==> src/pkg/mastership_regs.svh <==
// timing counts for the bus mastership arbiter
`ifndef MASTERSHIP_REGS_SVH
`define MASTERSHIP_REGS_SVH

// core clock period in picoseconds, 250 MHz
`define CORE_CLK_PERIOD_PS 4000
// system clock output period in core clock cycles
`define SYS_PERIOD_CORE_CYCLES 2
// least grant low time, in tenths of a system clock period (1.5 periods)
`define GRANT_MIN_HOLD_TENTHS 15
// least grant low time in core cycles (half system periods), rounded up
`define GRANT_MIN_HOLD_CYCLES \
    ((`GRANT_MIN_HOLD_TENTHS * `SYS_PERIOD_CORE_CYCLES + 9) / 10)
// width of the grant hold counter
`define GRANT_CNT_W 3
// reset value of the grant output, negated
`define GRANT_RESET_N 1'b1

`endif

==> src/pkg/mastership_pkg.sv <==
// types shared by the bus mastership arbiter
package mastership_pkg;

    // ownership of the external bus as seen by the arbiter
    typedef enum logic [1:0] {
        CPU_OWNS,
        GRANTED,
        RELEASING,
        RESUMING
    } owner_state_t;

endpackage

==> src/hdl/mastership_arbiter.sv <==
// processor-side arbiter handing the external bus to an outside master
//
// What this block does
// - two grant-withdrawal protocols, picked by one select bit; clear means default
// - default protocol keeps grant asserted while the request stays asserted
// - alternative protocol drops grant early when the core needs the bus
// - grant is never withdrawn before being low for 1.5 system periods
// - bus outputs resume only after the outside master drops its request
// - request is active low; its negation is sampled on a rising system edge
// - default protocol negates grant on the falling edge after release sampled
// - alternative protocol negates a still-low grant on the next falling edge
// - bus outputs re-enable on the first rising edge after release sampled
// - request seen and bus idle: grant and tri-state from a rising edge
// - request during a transfer waits for the next slot after it ends
// - alternative protocol raises grant when held 1.5 periods and access pending
// - extended data enable tri-states half a clock later, driven high first
// - core runs from cache while granted away, stalling only for bus access
// - no coherency between outside transfers and caches; software handles it
// - grant follows request assertion; mastership returns on its negation
// - bus, address, controls, strobes and diagnostics float while granted away
// - read buffer enable, acknowledge and error inputs ignored while granted away
// - grant, system clock and timer count keep driving while granted away
`timescale 1ns/1ps
`include "mastership_regs.svh"

module mastership_arbiter #(
    parameter int HOLD_CYCLES = `GRANT_MIN_HOLD_CYCLES
) (
    // clock and reset
    input  wire logic core_clk_in,
    input  wire logic resetn_in,
    // configuration: set selects the early-withdrawal protocol
    input  wire logic protocol_select_in,
    // outside master handshake
    input  wire logic mastership_request_n_in,
    output logic      mastership_grant_n_out,
    // core side status
    input  wire logic cpu_bus_need_in,
    input  wire logic transfer_busy_in,
    output logic      cpu_stall_out,
    // bus drive control for the tri-stated bus outputs other than the extended data enable pin
    output logic      bus_output_enable_out,
    // extended data enable pin, its value from the transfer engine
    input  wire logic ext_data_enable_n_in,
    output logic      extended_data_enable_n_out,
    output logic      extended_data_enable_oe_out,
    // bus inputs as seen by the transfer engine
    input  wire logic read_buffer_clock_enable_n_in,
    input  wire logic ack_n_in,
    input  wire logic transfer_error_n_in,
    output logic      read_buffer_clock_enable_n_out,
    output logic      ack_n_out,
    output logic      transfer_error_n_out,
    // pins that keep driving throughout
    input  wire logic timer_terminal_count_n_in,
    output logic      system_clock_out,
    output logic      timer_terminal_count_n_out
);

    mastership_pkg::owner_state_t state;
    mastership_pkg::owner_state_t next_state;

    logic                    request_sync_n;
    logic [`GRANT_CNT_W-1:0] hold_cnt;
    logic                    next_grant_n;
    logic                    next_bus_oe;

    // request crosses in through two flops before anything looks at it
    level_sync #(
        .WIDTH       (1),
        .RESET_VALUE (1'b1)
    ) u_request_sync (
        .clk_in    (core_clk_in),
        .resetn_in (resetn_in),
        .async_in  (mastership_request_n_in),
        .sync_out  (request_sync_n)
    );

    // system clock toggles every core cycle; low now means rising next edge
    always_ff @(posedge core_clk_in or negedge resetn_in)
    begin
        if (!resetn_in)
            system_clock_out <= 1'b0;
        else
            system_clock_out <= ~system_clock_out;
    end

    // edge qualifiers and decoded conditions
    wire rise_edge   = ~system_clock_out;
    wire fall_edge   = system_clock_out;
    wire request_on  = ~request_sync_n;
    wire alt_proto   = protocol_select_in;
    wire granted_out = ~bus_output_enable_out;
    wire hold_met    = hold_cnt >= `GRANT_CNT_W'(HOLD_CYCLES - 1);
    wire grant_low   = ~mastership_grant_n_out;

    // grant starts only at a rising edge with the bus free of transfers
    wire start_grant = rise_edge & request_on & ~transfer_busy_in;

    // early withdrawal: only in the alternative protocol, only once held long enough
    wire early_drop  = alt_proto & rise_edge & grant_low & hold_met
                     & cpu_bus_need_in;

    // release of the request is only seen at rising edges
    wire release_seen = rise_edge & ~request_on;

    // grant may go high at the falling edge after release if held long enough
    wire release_drop = fall_edge & (hold_met | ~grant_low);

    // next-state and output decode
    always_comb
    begin
        next_state   = state;
        next_grant_n = mastership_grant_n_out;
        next_bus_oe  = bus_output_enable_out;
        unique case (state)
            mastership_pkg::CPU_OWNS:
            begin
                next_bus_oe = 1'b1;
                if (start_grant)
                begin
                    next_grant_n = 1'b0;
                    next_bus_oe  = 1'b0;
                    next_state   = mastership_pkg::GRANTED;
                end
            end
            mastership_pkg::GRANTED:
            begin
                // default protocol holds grant while request stays on
                if (early_drop)
                    next_grant_n = 1'b1;
                if (release_seen)
                    next_state = mastership_pkg::RELEASING;
            end
            mastership_pkg::RELEASING:
            begin
                if (release_drop)
                begin
                    next_grant_n = 1'b1;
                    next_state   = mastership_pkg::RESUMING;
                end
            end
            mastership_pkg::RESUMING:
            begin
                // bus stays floating until this rising edge
                if (rise_edge)
                begin
                    next_bus_oe = 1'b1;
                    next_state  = mastership_pkg::CPU_OWNS;
                end
            end
        endcase
    end

    // state, grant and bus enable flops; grant negated during reset
    always_ff @(posedge core_clk_in or negedge resetn_in)
    begin
        if (!resetn_in)
        begin
            state                  <= mastership_pkg::CPU_OWNS;
            mastership_grant_n_out <= `GRANT_RESET_N;
            bus_output_enable_out  <= 1'b0;
        end
        else
        begin
            state                  <= next_state;
            mastership_grant_n_out <= next_grant_n;
            bus_output_enable_out  <= next_bus_oe;
        end
    end

    // counts core cycles of grant low time, saturating, held cleared while grant is negated
    always_ff @(posedge core_clk_in or negedge resetn_in)
    begin
        if (!resetn_in)
            hold_cnt <= '0;
        else if (mastership_grant_n_out)
            hold_cnt <= '0;
        else if (!hold_met)
            hold_cnt <= hold_cnt + `GRANT_CNT_W'(1);
    end

    // extended data enable: driven high first, floated half a period later;
    // re-enable happens together with the other outputs, no lag is needed there
    always_ff @(posedge core_clk_in or negedge resetn_in)
    begin
        if (!resetn_in)
        begin
            extended_data_enable_n_out  <= 1'b1;
            extended_data_enable_oe_out <= 1'b0;
        end
        else
        begin
            extended_data_enable_n_out  <= next_bus_oe ? ext_data_enable_n_in : 1'b1;
            extended_data_enable_oe_out <= next_bus_oe | bus_output_enable_out;
        end
    end

    // timer count keeps its driver through outside mastership
    always_ff @(posedge core_clk_in or negedge resetn_in)
    begin
        if (!resetn_in)
            timer_terminal_count_n_out <= 1'b1;
        else
            timer_terminal_count_n_out <= timer_terminal_count_n_in;
    end

    // bus inputs forced inactive while the outside master owns the bus
    assign read_buffer_clock_enable_n_out = granted_out | read_buffer_clock_enable_n_in;
    assign ack_n_out                      = granted_out | ack_n_in;
    assign transfer_error_n_out           = granted_out | transfer_error_n_in;

    // core keeps running from cache and only stalls on a bus need;
    // no snooping exists, so cache and write buffer coherency is left to software
    assign cpu_stall_out = granted_out & cpu_bus_need_in;

endmodule

==> src/hdl/level_sync.sv <==
// two flip-flop level synchroniser, parameterised width
`timescale 1ns/1ps

module level_sync #(
    parameter int WIDTH = 1,
    parameter logic [WIDTH-1:0] RESET_VALUE = '1
) (
    // clock and reset
    input  wire logic             clk_in,
    input  wire logic             resetn_in,
    // asynchronous level in, synchronised level out
    input  wire logic [WIDTH-1:0] async_in,
    output logic      [WIDTH-1:0] sync_out
);

    logic [WIDTH-1:0] meta;

    // first stage feeds only the second stage
    always_ff @(posedge clk_in or negedge resetn_in)
    begin
        if (!resetn_in)
        begin
            meta     <= RESET_VALUE;
            sync_out <= RESET_VALUE;
        end
        else
        begin
            meta     <= async_in;
            sync_out <= meta;
        end
    end

endmodule

==> config.mk <==
export PLATFORM = sky130hd
export DESIGN_NAME = mastership_arbiter
export DESIGN_NICKNAME = d
export VERILOG_FILES = /design/src/pkg/mastership_pkg.sv /design/src/hdl/mastership_arbiter.sv /design/src/hdl/level_sync.sv
export VERILOG_INCLUDE_DIRS = /design/src /design/src/pkg
export SDC_FILE = /design/constraint.sdc
export NUM_CORES = 1
export LEC_CHECK = 0
export BUFFER_PORTS_ARGS = -buffer_cell sky130_fd_sc_hd__buf_2
export CORE_MARGIN = 2
export CORE_UTILIZATION = 34
export CTS_BUF_LIST = sky130_fd_sc_hd__clkbuf_16
export CTS_CLUSTER_SIZE = 8
export DETAILED_ROUTE_END_ITERATION = 8
export SETUP_SLACK_MARGIN = 0.3
export SLEW_MARGIN = 10
export SYNTH_ARGS = -nofsm -noshare
export SYNTH_HDL_FRONTEND = slang
export SYNTH_SLANG_ARGS = --single-unit
export TNS_END_PERCENT = 30
==> constraint.sdc <==
create_clock -name core_clk_in -period 2.3 [get_ports core_clk_in]
set_input_delay 0.115 -clock core_clk_in [delete_from_list [all_inputs] [get_ports core_clk_in]]
set_output_delay 0.115 -clock core_clk_in [all_outputs]
set_load 0.01 [all_outputs]
**Word-level counts from Yosys, hierarchy flattened**

Index checks and enable logic that the tools add are counted.

- Memories kept: 0
- Bits in writable memories: 0
- Latch bits: 0
- Memory bits (read-only): 0
- Output and inout bits: 10
- Logic and storage cells: 59
- Register bits after elaboration: 13

- Equal/unequal tests: 9
- Div/mod/pow operators: 0
- Shift operators: 0
- Muxes and demuxes: 15
- Multipliers: 0
- $add $sub $neg: 1
- Bitwise operators: 19
- Reductions and logical operators: 4
- Order comparisons: 1

Operators by type and width:

| operator | count |
|---|---|
| $ne 2x2->1 const B | 6 |
| $and 1x1->1 | 9 |
| $mux 2 | 4 |
| $pmux 2 s4 | 1 |
| $reduce_and 4->1 | 2 |
| $mux 1 | 6 |
| $mux 3 | 2 |
| $not 1->1 | 5 |
| $or 1x1->1 | 5 |
| $eq 2x2->1 const B | 2 |
| $add 3x1->3 const B | 1 |
| $ge 3x2->1 const B | 1 |
| $pmux 1 s3 | 1 |
| $reduce_bool 3->1 | 1 |
| $eq 2x1->1 const B | 1 |
| $logic_not 2->1 | 1 |
| $pmux 1 s2 | 1 |

**Logic depth before layout (Yosys ltp)**

Gate-level depths: netlist of the first run.

- Word-level depth: 7
- Gate-level depth with buffers: 6

**By module**

Synthesis of the first run repeated with hierarchy kept, for this count alone.

- Cell total of the unflattened synthesis: 59
- Area, all modules: 671.9 sq um

Modules (own cells, without submodules):

| module | area an instance (sq um) | times used | cells each |
|---|---|---|---|
| mastership_arbiter | 619.3 | 1 | 57 |
| level_sync | 52.6 | 1 | 2 |

**Least setup slack after synthesis of the first run**

OpenSTA, ideal clock, no wires.

- Kind: reg2reg
- From: reg hold_cnt[0]
- To: reg state[1]
- Arrival time: 1.687 ns
- Cell stages (with the launch flop): 7
- Path buffers: 0
- Setup slack: 0.485 ns
- Cells stage by stage: dfrtp_1 > inv_1 > ha_1 > or3_1 > o311ai_2 > nor2_1 > mux2_1

- Longest elaborated chain between the ends: 5

Ends and longest elaborated chain:

| element | line | text |
|---|---|---|
| from (decl) | mastership_arbiter.sv:64 | `` logic [`GRANT_CNT_W-1:0] hold_cnt; `` |
| from (signal assigned) | mastership_arbiter.sv:180 | `` hold_cnt <= hold_cnt + `GRANT_CNT_W'(1); `` |
| $ge 3x2->1 | mastership_arbiter.sv:94 | `` wire hold_met = hold_cnt >= `GRANT_CNT_W'(HOLD_CYCLES - 1); `` |
| $or 1x1->1 | mastership_arbiter.sv:108 | `wire release_drop = fall_edge & (hold_met \| ~grant_low);` |
| $and 1x1->1 | mastership_arbiter.sv:108 |  |
| $ne 2x2->1 (no line) | - |  |
| $reduce_and 4->1 (no line) | - |  |
| to (signal assigned) | mastership_arbiter.sv:160 | `state <= mastership_pkg::CPU_OWNS;` |
| to (signal assigned) | mastership_arbiter.sv:166 | `state <= next_state;` |
| to (decl) | mastership_arbiter.sv:60 | `mastership_pkg::owner_state_t state;` |

No other way between the ends.
A chain may end at the register's enable or synchronous reset.

**Worst setup path in the final report of the first run**

Same ends and word-level chain as after synthesis.

==> flow_metrics.py, run 1 <==
metrics = {
    "synth": {
        "synth_fa_ha_area_share_pct": 13.0,
        "ys_warn_count": 0,
        "synth_top_cells_by_area": "dfrtp_1 (30%), dfstp_2 (20%), ha_1 (13%)",
        "yosys.area.top_type": "dfrtp_1",
        "synth_area_per_cell_um2": 11.4,
        "yosysSeqAreaShare_pct": 49.3,
        "synth_area_um2": 672,
        "ys_types": 20,
        "synthXorXnorAreaFrac_pct": 1.30,
        "yosys-mux-area-fraction_pct": 4.84,
        "syn_inst": 59,
        "synth_top_family_by_area": "simple AND/OR/NAND/NOR gates",
        "synth_compound_area_share_pct": 13.2,
        "ys_seq_elements": 13,
        "synth_nets": 77,
        "synth.top_cell.area_share_pct": 29.8,
        "yosys.area_share.simple_pct": 14.3,
    },
    "clock_network": {
        "clock_sinks": 13,
        "cts_buffer_depth": 2,
        "path_clk_slew_ns": 0.04,
        "cts_tree": "done",
        "cts_buffers": 3,
        "cts-root-buf": "clkbuf_16",
        "clk_latency_ns": 0.24,
        "cts.htree.levels": 1,
    },
    "global_route": {
        "antenna_found_initial": 0,
        "grt_max_degree": 14,
        "track_usage_pct": 11.0,
        "gr-total-overflow": 0,
        "grt_pass1_vias": 473,
        "grt_pass1_wl_um": 2010,
    },
    "timing": {
        "fin_crit_ns": 1.88,
        "final_max_slew_viol_count": 0,
        "finalSetupTns_ns": 0,
        "relSlewSlack_pct": 75.6,
        "tightestPinTransition_ns": 0.364,
        "setup_viol": 0,
        "rsz0062_at_grt": "no",
        "hold_viol": 0,
        "fmax_mhz": 531,
        "period_share_pct": 81.9,
        "finClkSkew_ns": 0.00112,
    },
    "pwr": {
        "power_density_nw_per_um2": 1370,
        "ir_drop_mv": 0.721,
        "leakagePower_uw": 0.000447,
    },
    "die": {
        "die_area_um2": 2350,
        "die_h_um": 48.5,
        "core_um2": 1900,
        "num_rows": 16,
        "start_util_pct": 35.3,
        "die_w_um": 48.5,
        "io_pins": 21,
    },
    "place": {
        "finalWeightedCongestion": 0.725,
        "dp_hpwl_um": 927,
        "port-buffer-count": 20,
    },
    "finish": {
        "multi_input_comb_area_um2": 327,
        "final_util_pct": 48.8,
        "drive_above_1_share_pct": 38.4,
        "fillers": 178,
        "final_nets": 105,
        "area_delta_synth_final_pct": 38.2,
        "register_area_um2": 332,
        "num_antenna_cells": 0,
    },
    "route": {
        "drt_iter0_markers": 3,
        "drt_first_pass_iters": 3,
        "wl_per_cell_um": 10.3,
        "ant_nets": 0,
        "totalWireLength_um": 1160,
        "route.detailed.drc": 0,
        "via_count": 495,
        "vias_per_cell": 4.38,
    },
    "worst_setup_path": {
        "worst-setup-path-type": "flip-flop to flip-flop",
        "r2r_cells": 6,
        "critPathCaptureType": "flip-flop",
        "worstPathCellList": "inv_1, ha_1, or3_1, o311ai_4, nor2_2, mux2_1",
        "worstPathArrival_ns": 2.00,
        "startpoint_type": "flip-flop",
        "slowest_delay_ns": 0.42,
        "required_ns": 2.42,
        "critPathMaxFanout": 4,
        "cpMaxStageDelayCell": "or3_1",
    },
    "worst_hold_path": {
        "hold_class": "primary input to flip-flop",
        "hold_depth": 2,
    },
    "run": {
        "drv_cap": 0,
    },
    "status": {
        "status": "completed",
    },
}
-- cells in the final DEF, fill, tap and decap left out, types with 2 or more instances in the layout --
cell type and n:
ha_1 7, dfrtp_1 8, clkbuf_16 3, inv_1 7, dlygate4sd3_1 3, nand2b_1 7
nor3_1 2, buf_2 20, mux2_1 2, o21ai_0 3, nor2_1 6, dfstp_2 5
-- flip-flops by register name, indices dropped and copies added (netlist names) --
name,cells
timer_terminal_count_n_out,1
hold_cnt,3
extended_data_enable_oe_out,1
extended_data_enable_n_out,1
mastership_grant_n_out,1
bus_output_enable_out,1
u_request_sync.sync_out,1
system_clock_out,1
u_request_sync.meta,1
state,2
-- path summary, 6_finish.rpt --
kind,slack (ns),startpoint,end
setup / recovery,0.42,hold_cnt[0]$_DFFE_PN0P_,state[1]$_DFFE_PN0P_
hold / removal,0.06,ext_data_enable_n_in,extended_data_enable_n_out$_DFF_PN1_
setup reg to reg,0.42,hold_cnt[0]$_DFFE_PN0P_,state[1]$_DFFE_PN0P_
hold reg to reg,0.35,u_request_sync.meta$_DFF_PN1_,u_request_sync.sync_out$_DFF_PN1_
max in group asynchronous,1.74,resetn_in,timer_terminal_count_n_out$_DFF_PN1_
min in group asynchronous,0.29,resetn_in,extended_data_enable_oe_out$_DFF_PN0_
-- cells by family after synthesis --
family / Yosys count
compound gates: 9
flops: 13
buf+inv: 7
mux: 3
xor+xnor: 1
fa+ha+maj: 7
simple gates: 19
-- critical path, delay by kind of cell (launching register included) --
family / cells / cell delay, ns
flops: 1 / 0.38
simple gates: 2 / 0.51
buf+inv: 1 / 0.06
mux: 1 / 0.31
compound gates: 1 / 0.27
fa+ha+maj: 1 / 0.23
-- synthesized netlist by cell type --
master and count:
a2111oi_2 1, a21o_1 1, a21oi_1 1, a41oi_1 1, dfrtp_1 8, dfstp_2 5
ha_1 7, inv_1 7, mux2_1 2, mux2i_1 1, nand2_1 1, nand2b_1 7
nor2_1 7, nor2b_1 1, nor3_1 2, o21ai_0 3, o311ai_2 1, o31ai_4 1
or3_1 1, xnor2_1 1
-- power by group --
| group | total (uW) | internal (uW) | switching (uW) |
|---|---|---|---|
| Clock | 321 | 231 | 90.2 |
| Sequential | 402 | 321 | 81.2 |
| Combinational | 553 | 262 | 291 |
-- per-stage QoR --
| stage | power, uW | worst slack, ns | hold slack [ns] | instances | instance area, um^2 |
|---|---|---|---|---|---|
| 2_1_floorplan | 782 | 0.485 | -0.181 | 59 | 672 |
| 3_3_place_gp | 923 | 0.439 | 0.0150 | 106 | 806 |
| 3_5_place_dp | 924 | 0.392 | 0.0146 | 106 | 806 |
| 4_1_cts | 1260 | 0.377 | 0.0641 | 113 | 916 |
| 5_1_grt | 1390 | 0.315 | 0.0650 | 113 | 928 |
| 6_report | 1280 | 0.416 | 0.0633 | 113 | 928 |
-- routing by layer --
metal  global-route usage [%]  part of all wire (%)  vias to the layer above
met5                        0                     0                        -
met4                     5.71                   1.8                        0
met3                     1.85                   3.4                        4
met2                     16.0                    44                       10
met1                     15.7                    51                      232
li1                         -                     -                      249
-- final cells by class --
type / count / share of cell area (%)
repair buffers: 23 / 14.0
well taps: 27 / 3.64
clock buffers: 3 / 8.09
inverters: 7 / 2.83
flip-flops and latches: 13 / 35.7
clock inverters: 1 / 0.539
multi-input cells: 39 / 35.2
-- repair_timing --
action / 4_1_cts / 5_1_grt
endpoints found under the hold margin: 10 / 0
hold buffers: 3 / 0
endpoints found under the setup margin: 0 / 1
gates resized for setup: 0 / 2
setup buffers: 0 / 0
(Power assumes the default switching activity.)
==> inputs of run 2 (changes only) <==
- clock period: 2.3 -> 1.6 ns (I/O delays scaled with it)
==> run 2 against run 1 <==
Effect of this change: the run now ends with setup timing left; final cell count is 13% higher; routed wire length is 32% higher; sequential power is 34% higher; core utilization is 8.7 points higher; worst setup slack worse by 0.52 ns; critical path depth stayed put; total power is 78% higher; hold slack worse by 0.035 ns; clock skew hardly changed; fmax is 11% higher.
==> flow_metrics.py, run 2 (same netlist as run 1, synthesis figures left out) <==
metrics = {
    "status": {
        "status": "finished with violations",
        "violations": "setup timing",
    },
    "place": {
        "placed_area_um2": 903,
        "dp_hpwl_um": 1060,
        "port-buffer-count": 20,
        "finalWeightedCongestion": 0.761,
    },
    "worst_setup_path": {
        "timing.rr.end": "state[1]$_DFFE_PN0P_",
        "critPathCaptureType": "flip-flop",
        "required_ns": 1.72,
        "startpoint_type": "flip-flop",
        "slowest_delay_ns": 0.34,
        "critPathMaxFanout": 2,
        "cpMaxStageDelayCell": "dfrtp_1",
        "r2r_cells": 6,
        "worstPathCellList": "inv_1, ha_2, or3_4, o311ai_4, nor2_2, mux2_1",
        "r2r-start": "hold_cnt[0]$_DFFE_PN0P_",
        "worst-setup-path-type": "flip-flop to flip-flop",
        "worstPathArrival_ns": 1.82,
        "rrSetupSlack_ns": -0.10,
    },
    "pwr": {
        "ir_drop_mv": 1.17,
        "finalPower_uw": 2270,
        "leakagePower_uw": 0.000531,
        "power_density_nw_per_um2": 2070,
    },
    "clock_network": {
        "cts-root-buf": "clkbuf_16",
        "clock_sinks": 13,
        "cts.htree.levels": 1,
        "path_clk_slew_ns": 0.04,
        "cts_buffers": 3,
        "cts_tree": "done",
        "cts_buffer_depth": 2,
        "clk_latency_ns": 0.24,
    },
    "global_route": {
        "grt_util_met1_pct": 16.3,
        "grtUsageMet2_pct": 22.9,
        "grtUsageMet3_pct": 4.01,
        "gr-total-overflow": 0,
        "grt_pass1_vias": 575,
        "busiest_layer": "met2",
        "track_usage_pct": 13.6,
        "grt_pass1_wl_um": 2460,
        "antenna_found_initial": 0,
        "grt_max_degree": 14,
    },
    "route": {
        "via_count": 560,
        "route.detailed.drc": 0,
        "drt_iter0_markers": 4,
        "ant_nets": 0,
        "totalWireLength_um": 1540,
        "drt_first_pass_iters": 4,
        "wl_per_cell_um": 12.0,
        "vias_per_cell": 4.38,
    },
    "timing": {
        "final_max_slew_viol_count": 0,
        "fin_crit_ns": 1.70,
        "rsz0062_at_grt": "yes",
        "finClkSkew_ns": 0.000715,
        "hold_viol": 0,
        "relSlewSlack_pct": 79.1,
        "fin_ws_ns": -0.101,
        "tightestPinTransition_ns": 0.312,
        "setup_viol": 3,
        "fmax_mhz": 588,
        "period_share_pct": 106,
    },
    "finish": {
        "multi_input_comb_area_um2": 373,
        "largest_reg_flops": 3,
        "register_area_um2": 332,
        "final_cell_area_um2": 1090,
        "final_common_cell": "buf_2",
        "drive_above_1_share_pct": 54.5,
        "reg_top3": "hold_cnt: 3 flops, state: 2 flops",
        "final_cell_mix": "buf_2 (20), buf_4 (13), dfrtp_1 (8)",
        "fillers": 163,
        "largest_register": "hold_cnt",
        "final_nets": 120,
        "area_delta_synth_final_pct": 62.8,
        "num_antenna_cells": 0,
    },
    "die": {
        "io_pins": 21,
        "die_area_um2": 2350,
        "die_w_um": 48.5,
        "num_rows": 16,
        "die_h_um": 48.5,
        "core_um2": 1900,
        "start_util_pct": 35.3,
    },
    "worst_hold_path": {
        "min-delay-start": "ext_data_enable_n_in",
        "hold_class": "primary input to flip-flop",
        "hold_depth": 2,
        "holdPathEnd": "extended_data_enable_n_out$_DFF_PN1_",
    },
    "run": {
        "drv_cap": 0,
    },
}
## run 2: changes by cell type in the layout (fill, tap and decap cells not counted), sizes merged
cell	previous run	this run
buf	20	35
clkinv	1	0
inv	7	8
## run 2: critical path: cells and delay by family, from the launching register on
family	cells	cell delay, ns
buffers and inverters	1	0.05
muxes	1	0.31
adders and majority gates	1	0.18
and+or+nand+nor	2	0.43
DFF	1	0.34
AOI/OAI and AO/OA	1	0.27
## run 2: final cells by class
type                       count  share of cell area (%)
tap                           27                    3.09
multi-input combinational     39                    34.1
timing repair buffer          38                    22.9
sequential                    13                    30.3
clock inverter                 1                   0.343
clock buffer                   3                    6.86
inverter                       7                    2.40
## run 2: per-layer routing
layer  wire length [um]  part of all wire, %
met5                  0                    0
met4                 31                  2.0
met3                 56                  3.6
met2                779                   51
met1                671                   44
## run 2: how the worst max path moves through the flow
stage          slack, ns                    start                   end  cells past startpoint
2_1_floorplan      -0.21  hold_cnt[0]$_DFFE_PN0P_  state[1]$_DFFE_PN0P_                      6
3_3_place_gp       -0.16  hold_cnt[0]$_DFFE_PN0P_  state[1]$_DFFE_PN0P_                      6
3_5_place_dp       -0.18  hold_cnt[0]$_DFFE_PN0P_  state[1]$_DFFE_PN0P_                      6
4_1_cts            -0.14  hold_cnt[1]$_DFFE_PN0P_  state[1]$_DFFE_PN0P_                      5
5_1_grt            -0.15  hold_cnt[1]$_DFFE_PN0P_  state[1]$_DFFE_PN0P_                      5
6_report           -0.10  hold_cnt[0]$_DFFE_PN0P_  state[1]$_DFFE_PN0P_                      6
## run 2: stage by stage
stage,TNS (ns),cells,util (%),hold slack (ns),setup slack [ns]
floorplan,-0.389,59,-,-0.216,-0.215
global placement,-0.368,119,47.5,-0.0196,-0.156
detailed placement,-0.424,119,47.5,-0.0172,-0.178
CTS,-0.326,127,54.7,0.0263,-0.144
global route,-0.372,128,57.5,0.0457,-0.145
finish,-0.208,128,57.5,0.0281,-0.101
## run 2: where the power goes
| group | switching, uW | total [uW] | internal (uW) |
|---|---|---|---|
| Clock | 128 | 457 | 329 |
| Sequential | 77.1 | 538 | 461 |
| Combinational | 599 | 1270 | 672 |
## run 2: timing repair
action                     CTS  global route
gates resized for setup      5             9
pin swaps                    5             6
buffers inserted             1             1
cloned                       0             0
hold buffers                 3             0
hold endpoints to repair    10             0
setup endpoints to repair    5             6
